$ cat src/rtl/gpsel_pkg.sv
// package of the pin output selector: register map, fields, codes, helpers
// Notes on behaviour
// - pin driver is enabled only while control bit 0 is one
// - bits 4:2 pick group: rx port 0..3, device status, transmit port
// - rx group codes 000..011 forward that port's received remote pins 0..3
// - rx group codes 100..111 give lock, pass, frame valid, line valid
// - status group code 000 drives the stored local value bit 1
// - status codes 001 and 010 give OR and AND of enabled lock
// - status group gives frame sync on one code; 101..111 reserved
// - transmit codes 000 and 001 give AND and OR of selected pass
// - transmit group gives frame valid and line valid (code 011)
// - transmit code 100 gives the multi-port synchronized flag
// - transmit code 101 gives transmit interrupt; codes 110 and 111 reserved
package gpsel_pkg;
    localparam logic [7:0] CTRL_IDX   = 8'h13;
    localparam logic [7:0] RXEN_IDX   = 8'h20;
    localparam logic [7:0] TXSEL_IDX  = 8'h21;
    localparam logic [7:0] STAT_IDX   = 8'h22;
    localparam logic [7:0] MASK_IDX   = 8'h23;
    localparam logic [7:0] PIN_IDX    = 8'h24;
    localparam int unsigned EN_BIT    = 0;
    localparam int unsigned VAL_BIT   = 1;
    localparam int unsigned SRC_LSB   = 2;
    localparam int unsigned SEL_LSB   = 5;
    localparam logic [7:0] CTRL_RST   = 8'h00;
    localparam logic [3:0] RXEN_RST   = 4'hf;
    localparam logic [3:0] TXSEL_RST  = 4'hf;
    localparam int unsigned IRQ_W     = 3;
    localparam int unsigned IRQ_RISE  = 0;
    localparam int unsigned IRQ_FALL  = 1;
    localparam int unsigned IRQ_RSVD  = 2;
    localparam logic [2:0] SRC_DEV    = 3'h4;
    localparam logic [2:0] SRC_TX     = 3'h6;
    localparam logic [2:0] SEL_RX_LOCK = 3'h4;
    localparam logic [2:0] SEL_RX_PASS = 3'h5;
    localparam logic [2:0] SEL_RX_FV   = 3'h6;
    localparam logic [2:0] SEL_RX_LV   = 3'h7;
    localparam logic [2:0] SEL_DEV_VAL = 3'h0;
    localparam logic [2:0] SEL_DEV_OR  = 3'h1;
    localparam logic [2:0] SEL_DEV_AND = 3'h2;
    localparam logic [2:0] SEL_DEV_PAND = 3'h3;
    localparam logic [2:0] SEL_DEV_FS  = 3'h4;
    localparam logic [2:0] SEL_TX_PAND = 3'h0;
    localparam logic [2:0] SEL_TX_POR  = 3'h1;
    localparam logic [2:0] SEL_TX_FV   = 3'h2;
    localparam logic [2:0] SEL_TX_LV   = 3'h3;
    localparam logic [2:0] SEL_TX_SYNC = 3'h4;
    localparam logic [2:0] SEL_TX_IRQ  = 3'h5;

    typedef struct packed {
        logic [2:0] sel;
        logic [2:0] src;
        logic       val;
        logic       en;
    } gpsel_ctrl_t;

    typedef struct packed {
        logic [3:0] remote_pin;
        logic       lock;
        logic       pass;
        logic       frame_valid;
        logic       line_valid;
    } gpsel_rx_t;

    typedef struct packed {
        logic frame_valid;
        logic line_valid;
        logic synced;
        logic irq;
    } gpsel_tx_t;

    function automatic logic gpsel_hit(input logic [7:0] adr, input logic [7:0] idx);
        return adr[7:2] == idx[5:0];
    endfunction : gpsel_hit

    // an empty mask gives zero for both reductions
    function automatic logic gpsel_and(input logic [3:0] v, input logic [3:0] m);
        return (m != 4'h0) && (&(v | ~m));
    endfunction : gpsel_and

    function automatic logic gpsel_or(input logic [3:0] v, input logic [3:0] m);
        return |(v & m);
    endfunction : gpsel_or
endpackage : gpsel_pkg

$ cat src/rtl/gpsel_top.sv
// top of the pin output selector: wishbone slave, control, pin drive, interrupts
//
// Register access over Wishbone was chosen for this implementation.
`timescale 1ns/1ps
module gpsel_top (
    input  wire logic                        clk_i,
    input  wire logic                        rst_i,
    input  wire logic                        wb_cyc_i,
    input  wire logic                        wb_stb_i,
    input  wire logic                        wb_we_i,
    input  wire logic [7:0]                  wb_adr_i,
    input  wire logic [3:0]                  wb_sel_i,
    input  wire logic [31:0]                 wb_dat_i,
    output logic [31:0]                      wb_dat_o,
    output logic                             wb_ack_o,
    input  wire gpsel_pkg::gpsel_rx_t [3:0]  rx_i,
    input  wire gpsel_pkg::gpsel_tx_t        tx_i,
    input  wire logic                        frame_sync_pulse_i,
    output logic                             pin_o,
    output logic                             pin_oe_o,
    output logic                             irq_o
);
    import gpsel_pkg::*;

    gpsel_ctrl_t      ctrl;
    logic [3:0]       rx_enable;
    logic [3:0]       tx_port_select;
    logic [IRQ_W-1:0] irq_status;
    logic [IRQ_W-1:0] irq_mask;
    logic [IRQ_W-1:0] events;
    logic [IRQ_W-1:0] next_irq_status;
    logic [31:0]      next_rdata;
    logic             wb_req;
    logic             wr_lane0;
    logic             rd_status;
    logic             sel_sig;
    logic             sel_rsvd;
    logic             next_pin;
    logic             pin_rise;
    logic             pin_fall;
    logic             rsvd_rise;

    // one request per ack; the ack drop forces a gap
    assign wb_req    = wb_cyc_i & wb_stb_i & ~wb_ack_o;
    assign wr_lane0  = wb_req & wb_we_i & wb_sel_i[0];
    assign rd_status = wb_req & ~wb_we_i & gpsel_hit(wb_adr_i, STAT_IDX);

    always_ff @(posedge clk_i) begin
        if (rst_i) begin
            wb_ack_o <= 1'b0;
        end else begin
            wb_ack_o <= wb_req;
        end
    end

    always_ff @(posedge clk_i) begin
        if (rst_i) begin
            ctrl <= gpsel_ctrl_t'(CTRL_RST);
        end else if (wr_lane0 && gpsel_hit(wb_adr_i, CTRL_IDX)) begin
            ctrl <= gpsel_ctrl_t'(wb_dat_i[7:0]);
        end
    end

    always_ff @(posedge clk_i) begin
        if (rst_i) begin
            rx_enable      <= RXEN_RST;
            tx_port_select <= TXSEL_RST;
        end else if (wr_lane0) begin
            if (gpsel_hit(wb_adr_i, RXEN_IDX)) begin
                rx_enable <= wb_dat_i[3:0];
            end
            if (gpsel_hit(wb_adr_i, TXSEL_IDX)) begin
                tx_port_select <= wb_dat_i[3:0];
            end
        end
    end

    always_ff @(posedge clk_i) begin
        if (rst_i) begin
            irq_mask <= '0;
        end else if (wr_lane0 && gpsel_hit(wb_adr_i, MASK_IDX)) begin
            irq_mask <= wb_dat_i[IRQ_W-1:0];
        end
    end

    // unmapped words read zero and swallow writes
    always_comb begin
        next_rdata = 32'h0000_0000;
        if (gpsel_hit(wb_adr_i, CTRL_IDX)) begin
            next_rdata[7:0] = ctrl;
        end else if (gpsel_hit(wb_adr_i, RXEN_IDX)) begin
            next_rdata[3:0] = rx_enable;
        end else if (gpsel_hit(wb_adr_i, TXSEL_IDX)) begin
            next_rdata[3:0] = tx_port_select;
        end else if (gpsel_hit(wb_adr_i, STAT_IDX)) begin
            next_rdata[IRQ_W-1:0] = irq_status;
        end else if (gpsel_hit(wb_adr_i, MASK_IDX)) begin
            next_rdata[IRQ_W-1:0] = irq_mask;
        end else if (gpsel_hit(wb_adr_i, PIN_IDX)) begin
            next_rdata[1:0] = {pin_oe_o, pin_o};
        end
    end

    always_ff @(posedge clk_i) begin
        if (rst_i) begin
            wb_dat_o <= 32'h0000_0000;
        end else if (wb_req && !wb_we_i) begin
            wb_dat_o <= next_rdata;
        end
    end

    gpsel_mux u_mux (
        .ctrl_i             (ctrl),
        .rx_i               (rx_i),
        .tx_i               (tx_i),
        .rx_enable_i        (rx_enable),
        .tx_port_select_i   (tx_port_select),
        .frame_sync_pulse_i (frame_sync_pulse_i),
        .sig_o              (sel_sig),
        .reserved_o         (sel_rsvd)
    );

    // a disabled pin holds its data low as well
    assign next_pin = ctrl.en & sel_sig;

    always_ff @(posedge clk_i) begin
        if (rst_i) begin
            pin_o    <= 1'b0;
            pin_oe_o <= 1'b0;
        end else begin
            pin_o    <= next_pin;
            pin_oe_o <= ctrl.en;
        end
    end

    gpsel_edge u_pin_edge (
        .clk_i  (clk_i),
        .rst_i  (rst_i),
        .d_i    (pin_o),
        .rise_o (pin_rise),
        .fall_o (pin_fall)
    );

    gpsel_edge u_rsvd_edge (
        .clk_i  (clk_i),
        .rst_i  (rst_i),
        .d_i    (sel_rsvd),
        .rise_o (rsvd_rise),
        .fall_o ()
    );

    always_comb begin
        events           = '0;
        events[IRQ_RISE] = pin_rise;
        events[IRQ_FALL] = pin_fall;
        events[IRQ_RSVD] = rsvd_rise;
    end

    // an event in the clearing read's cycle survives it
    assign next_irq_status = (rd_status ? '0 : irq_status) | events;

    always_ff @(posedge clk_i) begin
        if (rst_i) begin
            irq_status <= '0;
        end else begin
            irq_status <= next_irq_status;
        end
    end

    assign irq_o = |(irq_status & irq_mask);

    logic       h_val;
    logic       h_en;
    logic [3:0] h_lock;
    logic [3:0] h_pass;
    logic [1:0] h_port;
    logic       h_port_lock;
    logic       h_port_pin3;

    always_comb begin
        for (int i = 0; i < 4; i++) begin
            h_lock[i] = rx_i[i].lock;
            h_pass[i] = rx_i[i].pass;
        end
    end

    assign h_val       = ctrl.val;
    assign h_en        = ctrl.en;
    assign h_port      = ctrl.src[1:0];
    assign h_port_lock = rx_i[h_port].lock;
    assign h_port_pin3 = rx_i[h_port].remote_pin[3];
endmodule : gpsel_top

$ cat src/rtl/gpsel_edge.sv
// edge detector giving one-cycle rise and fall pulses
`timescale 1ns/1ps
module gpsel_edge (
    input  wire logic clk_i,
    input  wire logic rst_i,
    input  wire logic d_i,
    output logic      rise_o,
    output logic      fall_o
);
    import gpsel_pkg::*;

    logic prev;

    always_ff @(posedge clk_i) begin
        if (rst_i) begin
            prev <= 1'b0;
        end else begin
            prev <= d_i;
        end
    end

    assign rise_o = d_i & ~prev;
    assign fall_o = ~d_i & prev;
endmodule : gpsel_edge

$ cat src/rtl/gpsel_mux.sv
// signal selector for the pin: group and signal decode
`timescale 1ns/1ps
module gpsel_mux (
    input  wire gpsel_pkg::gpsel_ctrl_t      ctrl_i,
    input  wire gpsel_pkg::gpsel_rx_t [3:0]  rx_i,
    input  wire gpsel_pkg::gpsel_tx_t        tx_i,
    input  wire logic [3:0]                  rx_enable_i,
    input  wire logic [3:0]                  tx_port_select_i,
    input  wire logic                        frame_sync_pulse_i,
    output logic                             sig_o,
    output logic                             reserved_o
);
    import gpsel_pkg::*;

    logic [3:0] lock_v;
    logic [3:0] pass_v;
    gpsel_rx_t  port;

    always_comb begin
        for (int i = 0; i < 4; i++) begin
            lock_v[i] = rx_i[i].lock;
            pass_v[i] = rx_i[i].pass;
        end
    end

    // reserved codes drive a quiet low level
    always_comb begin
        port       = rx_i[ctrl_i.src[1:0]];
        sig_o      = 1'b0;
        reserved_o = 1'b0;
        if (!ctrl_i.src[2]) begin
            case (ctrl_i.sel)
                SEL_RX_LOCK: sig_o = port.lock;
                SEL_RX_PASS: sig_o = port.pass;
                SEL_RX_FV:   sig_o = port.frame_valid;
                SEL_RX_LV:   sig_o = port.line_valid;
                default:     sig_o = port.remote_pin[ctrl_i.sel[1:0]];
            endcase
        end else if (ctrl_i.src == SRC_DEV) begin
            case (ctrl_i.sel)
                SEL_DEV_VAL:  sig_o = ctrl_i.val;
                SEL_DEV_OR:   sig_o = gpsel_or(lock_v, rx_enable_i);
                SEL_DEV_AND:  sig_o = gpsel_and(lock_v, rx_enable_i);
                SEL_DEV_PAND: sig_o = gpsel_and(pass_v, rx_enable_i);
                SEL_DEV_FS:   sig_o = frame_sync_pulse_i;
                default:      reserved_o = 1'b1;
            endcase
        end else if (ctrl_i.src == SRC_TX) begin
            case (ctrl_i.sel)
                SEL_TX_PAND: sig_o = gpsel_and(pass_v, tx_port_select_i);
                SEL_TX_POR:  sig_o = gpsel_or(pass_v, tx_port_select_i);
                SEL_TX_FV:   sig_o = tx_i.frame_valid;
                SEL_TX_LV:   sig_o = tx_i.line_valid;
                SEL_TX_SYNC: sig_o = tx_i.synced;
                SEL_TX_IRQ:  sig_o = tx_i.irq;
                default:     reserved_o = 1'b1;
            endcase
        end else begin
            reserved_o = 1'b1;
        end
    end
endmodule : gpsel_mux

$ cat config.mk
export PLATFORM = sky130hd
export DESIGN_NAME = gpsel_top
export DESIGN_NICKNAME = d
export VERILOG_FILES = /design/src/rtl/gpsel_pkg.sv /design/src/rtl/gpsel_top.sv /design/src/rtl/gpsel_edge.sv /design/src/rtl/gpsel_mux.sv
export SDC_FILE = /design/constraint.sdc
export NUM_CORES = 1
export LEC_CHECK = 0
export ABC_AREA = 1
export BUFFER_PORTS_ARGS = -buffer_cell sky130_fd_sc_hd__buf_2
export CAP_MARGIN = 15
export CORE_MARGIN = 2
export CORE_UTILIZATION = 50
export CTS_CLUSTER_DIAMETER = 120
export CTS_CLUSTER_SIZE = 30
export DETAILED_ROUTE_END_ITERATION = 8
export GPL_TIMING_DRIVEN = 0
export HOLD_SLACK_MARGIN = 0.1
export PLACE_DENSITY_LB_ADDON = 0.15
export SLEW_MARGIN = 20
export SYNTH_ARGS = -nofsm -noshare
export SYNTH_HDL_FRONTEND = slang
export SYNTH_HIERARCHICAL = 1
export SYNTH_SLANG_ARGS = --single-unit
export TNS_END_PERCENT = 100
$ cat constraint.sdc
create_clock -name clk_i -period 2.9 [get_ports clk_i]
set_input_delay 0.29 -clock clk_i [delete_from_list [all_inputs] [get_ports clk_i]]
set_output_delay 0.29 -clock clk_i [all_outputs]
set_load 0.01 [all_outputs]
* Word-level counts from Yosys, hierarchy flattened
Index checks and enable logic that the tools add are counted.
Storage, ports and cells: word-level logic and storage cells 100, bits of input ports 86, register bits after elaboration 35, output and inout bits 36
Cells by class: reduce and logical (&&, ||, !) cells 20, bitwise logic cells 24, order comparisons 2, equal/unequal tests 15, multiplexer cells 25
Operators by type and width (number):
- equality test 6 bit, second input constant | 5
- equality test 3 bit, second input constant | 6
- binary-select mux 8 bit (select 2 bit) | 1
- 2-to-1 mux 4 bit | 3
- OR 4 bit | 3
- AND reduction 4 bit | 3
- 2-to-1 mux 1 bit | 11
- AND 1 bit | 10
- 2-to-1 mux 3 bit | 3
- AND 4 bit | 2
- 2-to-1 mux 8 bit | 1
- inverter 4 bit | 2
- nonzero test 4 bit | 2
- OR reduction 4 bit | 2
- equality test 3 x 2 -> 1 bit, second input constant | 2
- equality test 6 x 5 -> 1 bit, second input constant | 1
- logical AND 1 bit | 6
- < comparator 2 x 3 -> 1 bit, second input constant | 2
- one-hot mux 1 bit (6 select lines) | 1
- OR reduction 6 bit | 1
- inverter 1 bit | 5
- one-hot mux 1 bit (5 select lines) | 1
- OR reduction 5 bit | 1
- 2-to-1 mux 2 bit | 2
- other kinds (9) | 10

* Depth between registers and ports, before layout
depth in word-level cells 9, mapped depth 14, mapped depth without buffers 14

* Hierarchy
The synthesis kept the hierarchy.
By module, submodules not included:
- gpsel_top | sequential area each 660.6 µm², area an instance 1620.3 µm², instances 1, cells each 228
- gpsel_mux | sequential area each 0.0 µm², area an instance 750.7 µm², instances 1, cells each 182
- gpsel_edge | sequential area each 20.0 µm², area an instance 38.8 µm², instances 2, cells each 6

* Worst setup path after synthesis
Ideal clock, no wire load.
path type reg2reg, start reg ctrl[2] (netlist name), end reg pin_o, arrival 1145 ps, cell stages (with the launch flop) 13, path buffers 1, setup slack 1628 ps, clock period less this slack 1272 ps, data required time 2772 ps, setup time 128 ps, path through dfxtp_1 inv_2 buf_6 nand2_1 a21oi_1 o21ai_1 nand2_1 nor2_1 nand2_1 nand2_1 nand2_1 nand2_1 nor2_1
On the way: word-level cells in the longest chain between the ends 7, elaborated cells on any way between the ends 11, those cells by class 2 x eq/ne; 8 x mux; 1 x bitwise
Ends and longest elaborated chain:
- from (decl) | RTL line gpsel_top.sv:25 | gpsel_ctrl_t ctrl;
- from (signal assigned) | RTL line gpsel_top.sv:58 | ctrl <= gpsel_ctrl_t'(CTRL_RST);
- from (signal assigned) | RTL line gpsel_top.sv:60 | ctrl <= gpsel_ctrl_t'(wb_dat_i[7:0]);
- binary-select mux 8 bit (select 2 bit) | RTL line gpsel_mux.sv:28 | port = rx_i[ctrl_i.src[1:0]];
- 2-to-1 mux 8 bit (implied by the code) | RTL line gpsel_mux.sv:28
- binary-select mux 1 bit (select 2 bit) | RTL line gpsel_mux.sv:37 | default: sig_o = port.remote_pin[ctrl_i.sel[1:0]];
- 2-to-1 mux 1 bit (implied by the code) | RTL line gpsel_mux.sv:37
- one-hot mux 1 bit (4 select lines) | RTL line gpsel_mux.sv:32 | case (ctrl_i.sel)
- 2-to-1 mux 1 bit (*) | RTL line gpsel_mux.sv:31 | if (!ctrl_i.src[2]) begin
- named net sel_sig | RTL line gpsel_top.sv:36 | logic sel_sig;
- AND 1 bit (*) | RTL line gpsel_top.sv:124 | assign next_pin = ctrl.en & sel_sig;
- to (signal assigned) | RTL line gpsel_top.sv:131 | pin_o <= next_pin;
- to (decl) | RTL line gpsel_top.sv:19 | output logic pin_o,
The timed path passes the listed nets; every way through them passes the cells marked *. The select of a mux whose other input is x is not followed. A chain may end at the register's enable or synchronous reset.

* Final worst setup path
Ends and elaborated chain as after synthesis.

==> qor.yml <==
outcome:
  outcome: "finished clean"
placement:
  dpl.hpwl_mm: 4.82
  numPortBuffers: 68
  gp_congestion: 0.898
  place_area_um2: 2950
synthesis:
  postSynthAreaPerCell_um2: 5.81
  syn_area_um2: 2440
  synth-warning-count: 6
  postSynthCellCount: 420
grt:
  gr-total-overflow: 0
  grt_pass1_vias: 2348
  antenna_found_initial: 0
  grtUsageTotal: 0.232
  grt_pass1_wl_mm: 9.95
  grt_max_degree: 11
routing:
  drc: 0
  dr.pass1.iters: 4
  ant_nets: 0
  viasPerCell: 4.69
  drtIter0Drc: 141
  wire_per_inst_um: 10.5
  wl_mm: 6.14
  vias: 2746
cts:
  postCtsResizedCells: 0
  htreeDepth: 2
  clk_pin_slew_ns: 0.07
  cts_tree: "done"
  cts_made_buffers: 5
  cts_root_buf: "clkbuf_8"
  cts-hold-fix-buffers: 0
  cts_setup_buffers: 0
  clockBufferDepth: 2
  clock-sinks: 35
  worstSkewPairLatency_ns: 0.28
min_path:
  hold_class: "in2reg"
critical_path:
  crit_slowest_cell: "dfxtp_1"
  crit_chain: "buf_4 -> o21ai_0 -> nand2_1 -> nand2_1 -> nand2_1 -> nand2_1 -> nor2_1 -> nand2_1 -> nand2_1 -> nand2_1 -> nand2_1 -> nor2_1"
  critical_path_class: "reg2reg"
  critPathBufInv: 1
  crit_family: "simple AND/OR/NAND/NOR gates"
  path_common_cell: "nand2_1"
  cp-end-kind: "register"
  cp-start-kind: "register"
  cp.arrival_ns: 1.68
  cpPeakStageDelay_ns: 0.45
  cp_data_required_time_ns: 3.06
  crit_fanout: 10
power_and_ir_drop:
  ir_drop_uv: 381
  power.leakage_nw: 1.73
  p_per_area_nw_per_um2: 323
  total_power_mw: 0.982
floorplanning:
  dieArea_um2: 5460
  die_x_um: 73.9
  start_util: 0.517
  die_h_um: 73.9
  pin_count: 122
  core_area_um2: 4720
  std_cell_rows: 25
finish:
  syn2layout_area_growth_pct: 24.5
  n_antenna_cell: 0
  design_area_um2: 3040
  final_core_util: 0.643
  layout_commonest_cell: "nand2_1"
  final_cell_mix: "nand2_1 (142), buf_2 (69), nor2_1 (63)"
  drive_gt1_frac: 0.234
  layout.nets: 604
timing:
  final_max_slew_viol_count: 0
  setup_viol: 0
  hold-worst-slack_ns: 0.241
  fin_crit_sh: 0.524
  rsz0062_at_grt: "false"
  fin_worst_skew_ns: 0.00767
  period_needed_ns: 1.52
  max_freq_mhz: 658
  fin_tns_setup_ns: 0
  hold_viol: 0
run:
  max-cap-violations: 0
layout make-up:
cell class	count	area, um^2
Fill cell	482	1680
Sequential cell	35	701
Inverter	57	215
Multi-Input combinational cell	320	1390
Clock buffer	6	82.6
Timing Repair Buffer	68	340
Buffer	31	223
Clock inverter	1	5.00
Tap cell	67	83.8
report_power, final:
| group | leakage, nW | total (mW) | switching, mW | internal, mW |
|---|---|---|---|---|
| registers | 0.282 | 0.484 | 0.00122 | 0.482 |
| clock network | 0.0470 | 0.345 | 0.159 | 0.186 |
| logic | 1.40 | 0.153 | 0.0824 | 0.0708 |
| total | 1.73 | 0.982 | 0.243 | 0.739 |
layer usage:
metal | routed length (um) | global-route usage | up-vias
met4 | 79 | 0.0646 | 0
li1 | - | - | 1443
met3 | 433 | 0.0425 | 9
met5 | 0 | 0 | -
met1 | 2870 | 0.307 | 1196
met2 | 2760 | 0.384 | 98
final timing paths:
path                               endpoint  depth (start not counted)    start  slack (ns)
worst max-delay path                  pin_o                         12  ctrl[2]        1.38
worst min-delay path            wb_dat_o[0]                          2    rst_i        0.24
worst max register to register        pin_o                         12  ctrl[2]        1.38
worst min register to register        pin_o                          2     h_en        0.44
flip-flops by register name, summed over array words and instances (netlist names):
register	flops
wb_dat_o	8
irq_status	3
irq_mask	3
tx_port_select	4
h_val	1
pin_o	1
rx_enable	4
pin_oe_o	1
h_en	1
u_rsvd_edge/prev	1
wb_ack_o	1
ctrl	6
u_pin_edge/prev	1
per-stage QoR:
step	setup WS (ns)	std cells
after floorplan	1.63	443
after global placement	1.42	578
after detailed placement	1.39	578
after CTS	1.39	585
after global routing	1.21	585
final	1.38	585
(Power assumes the default switching activity.)
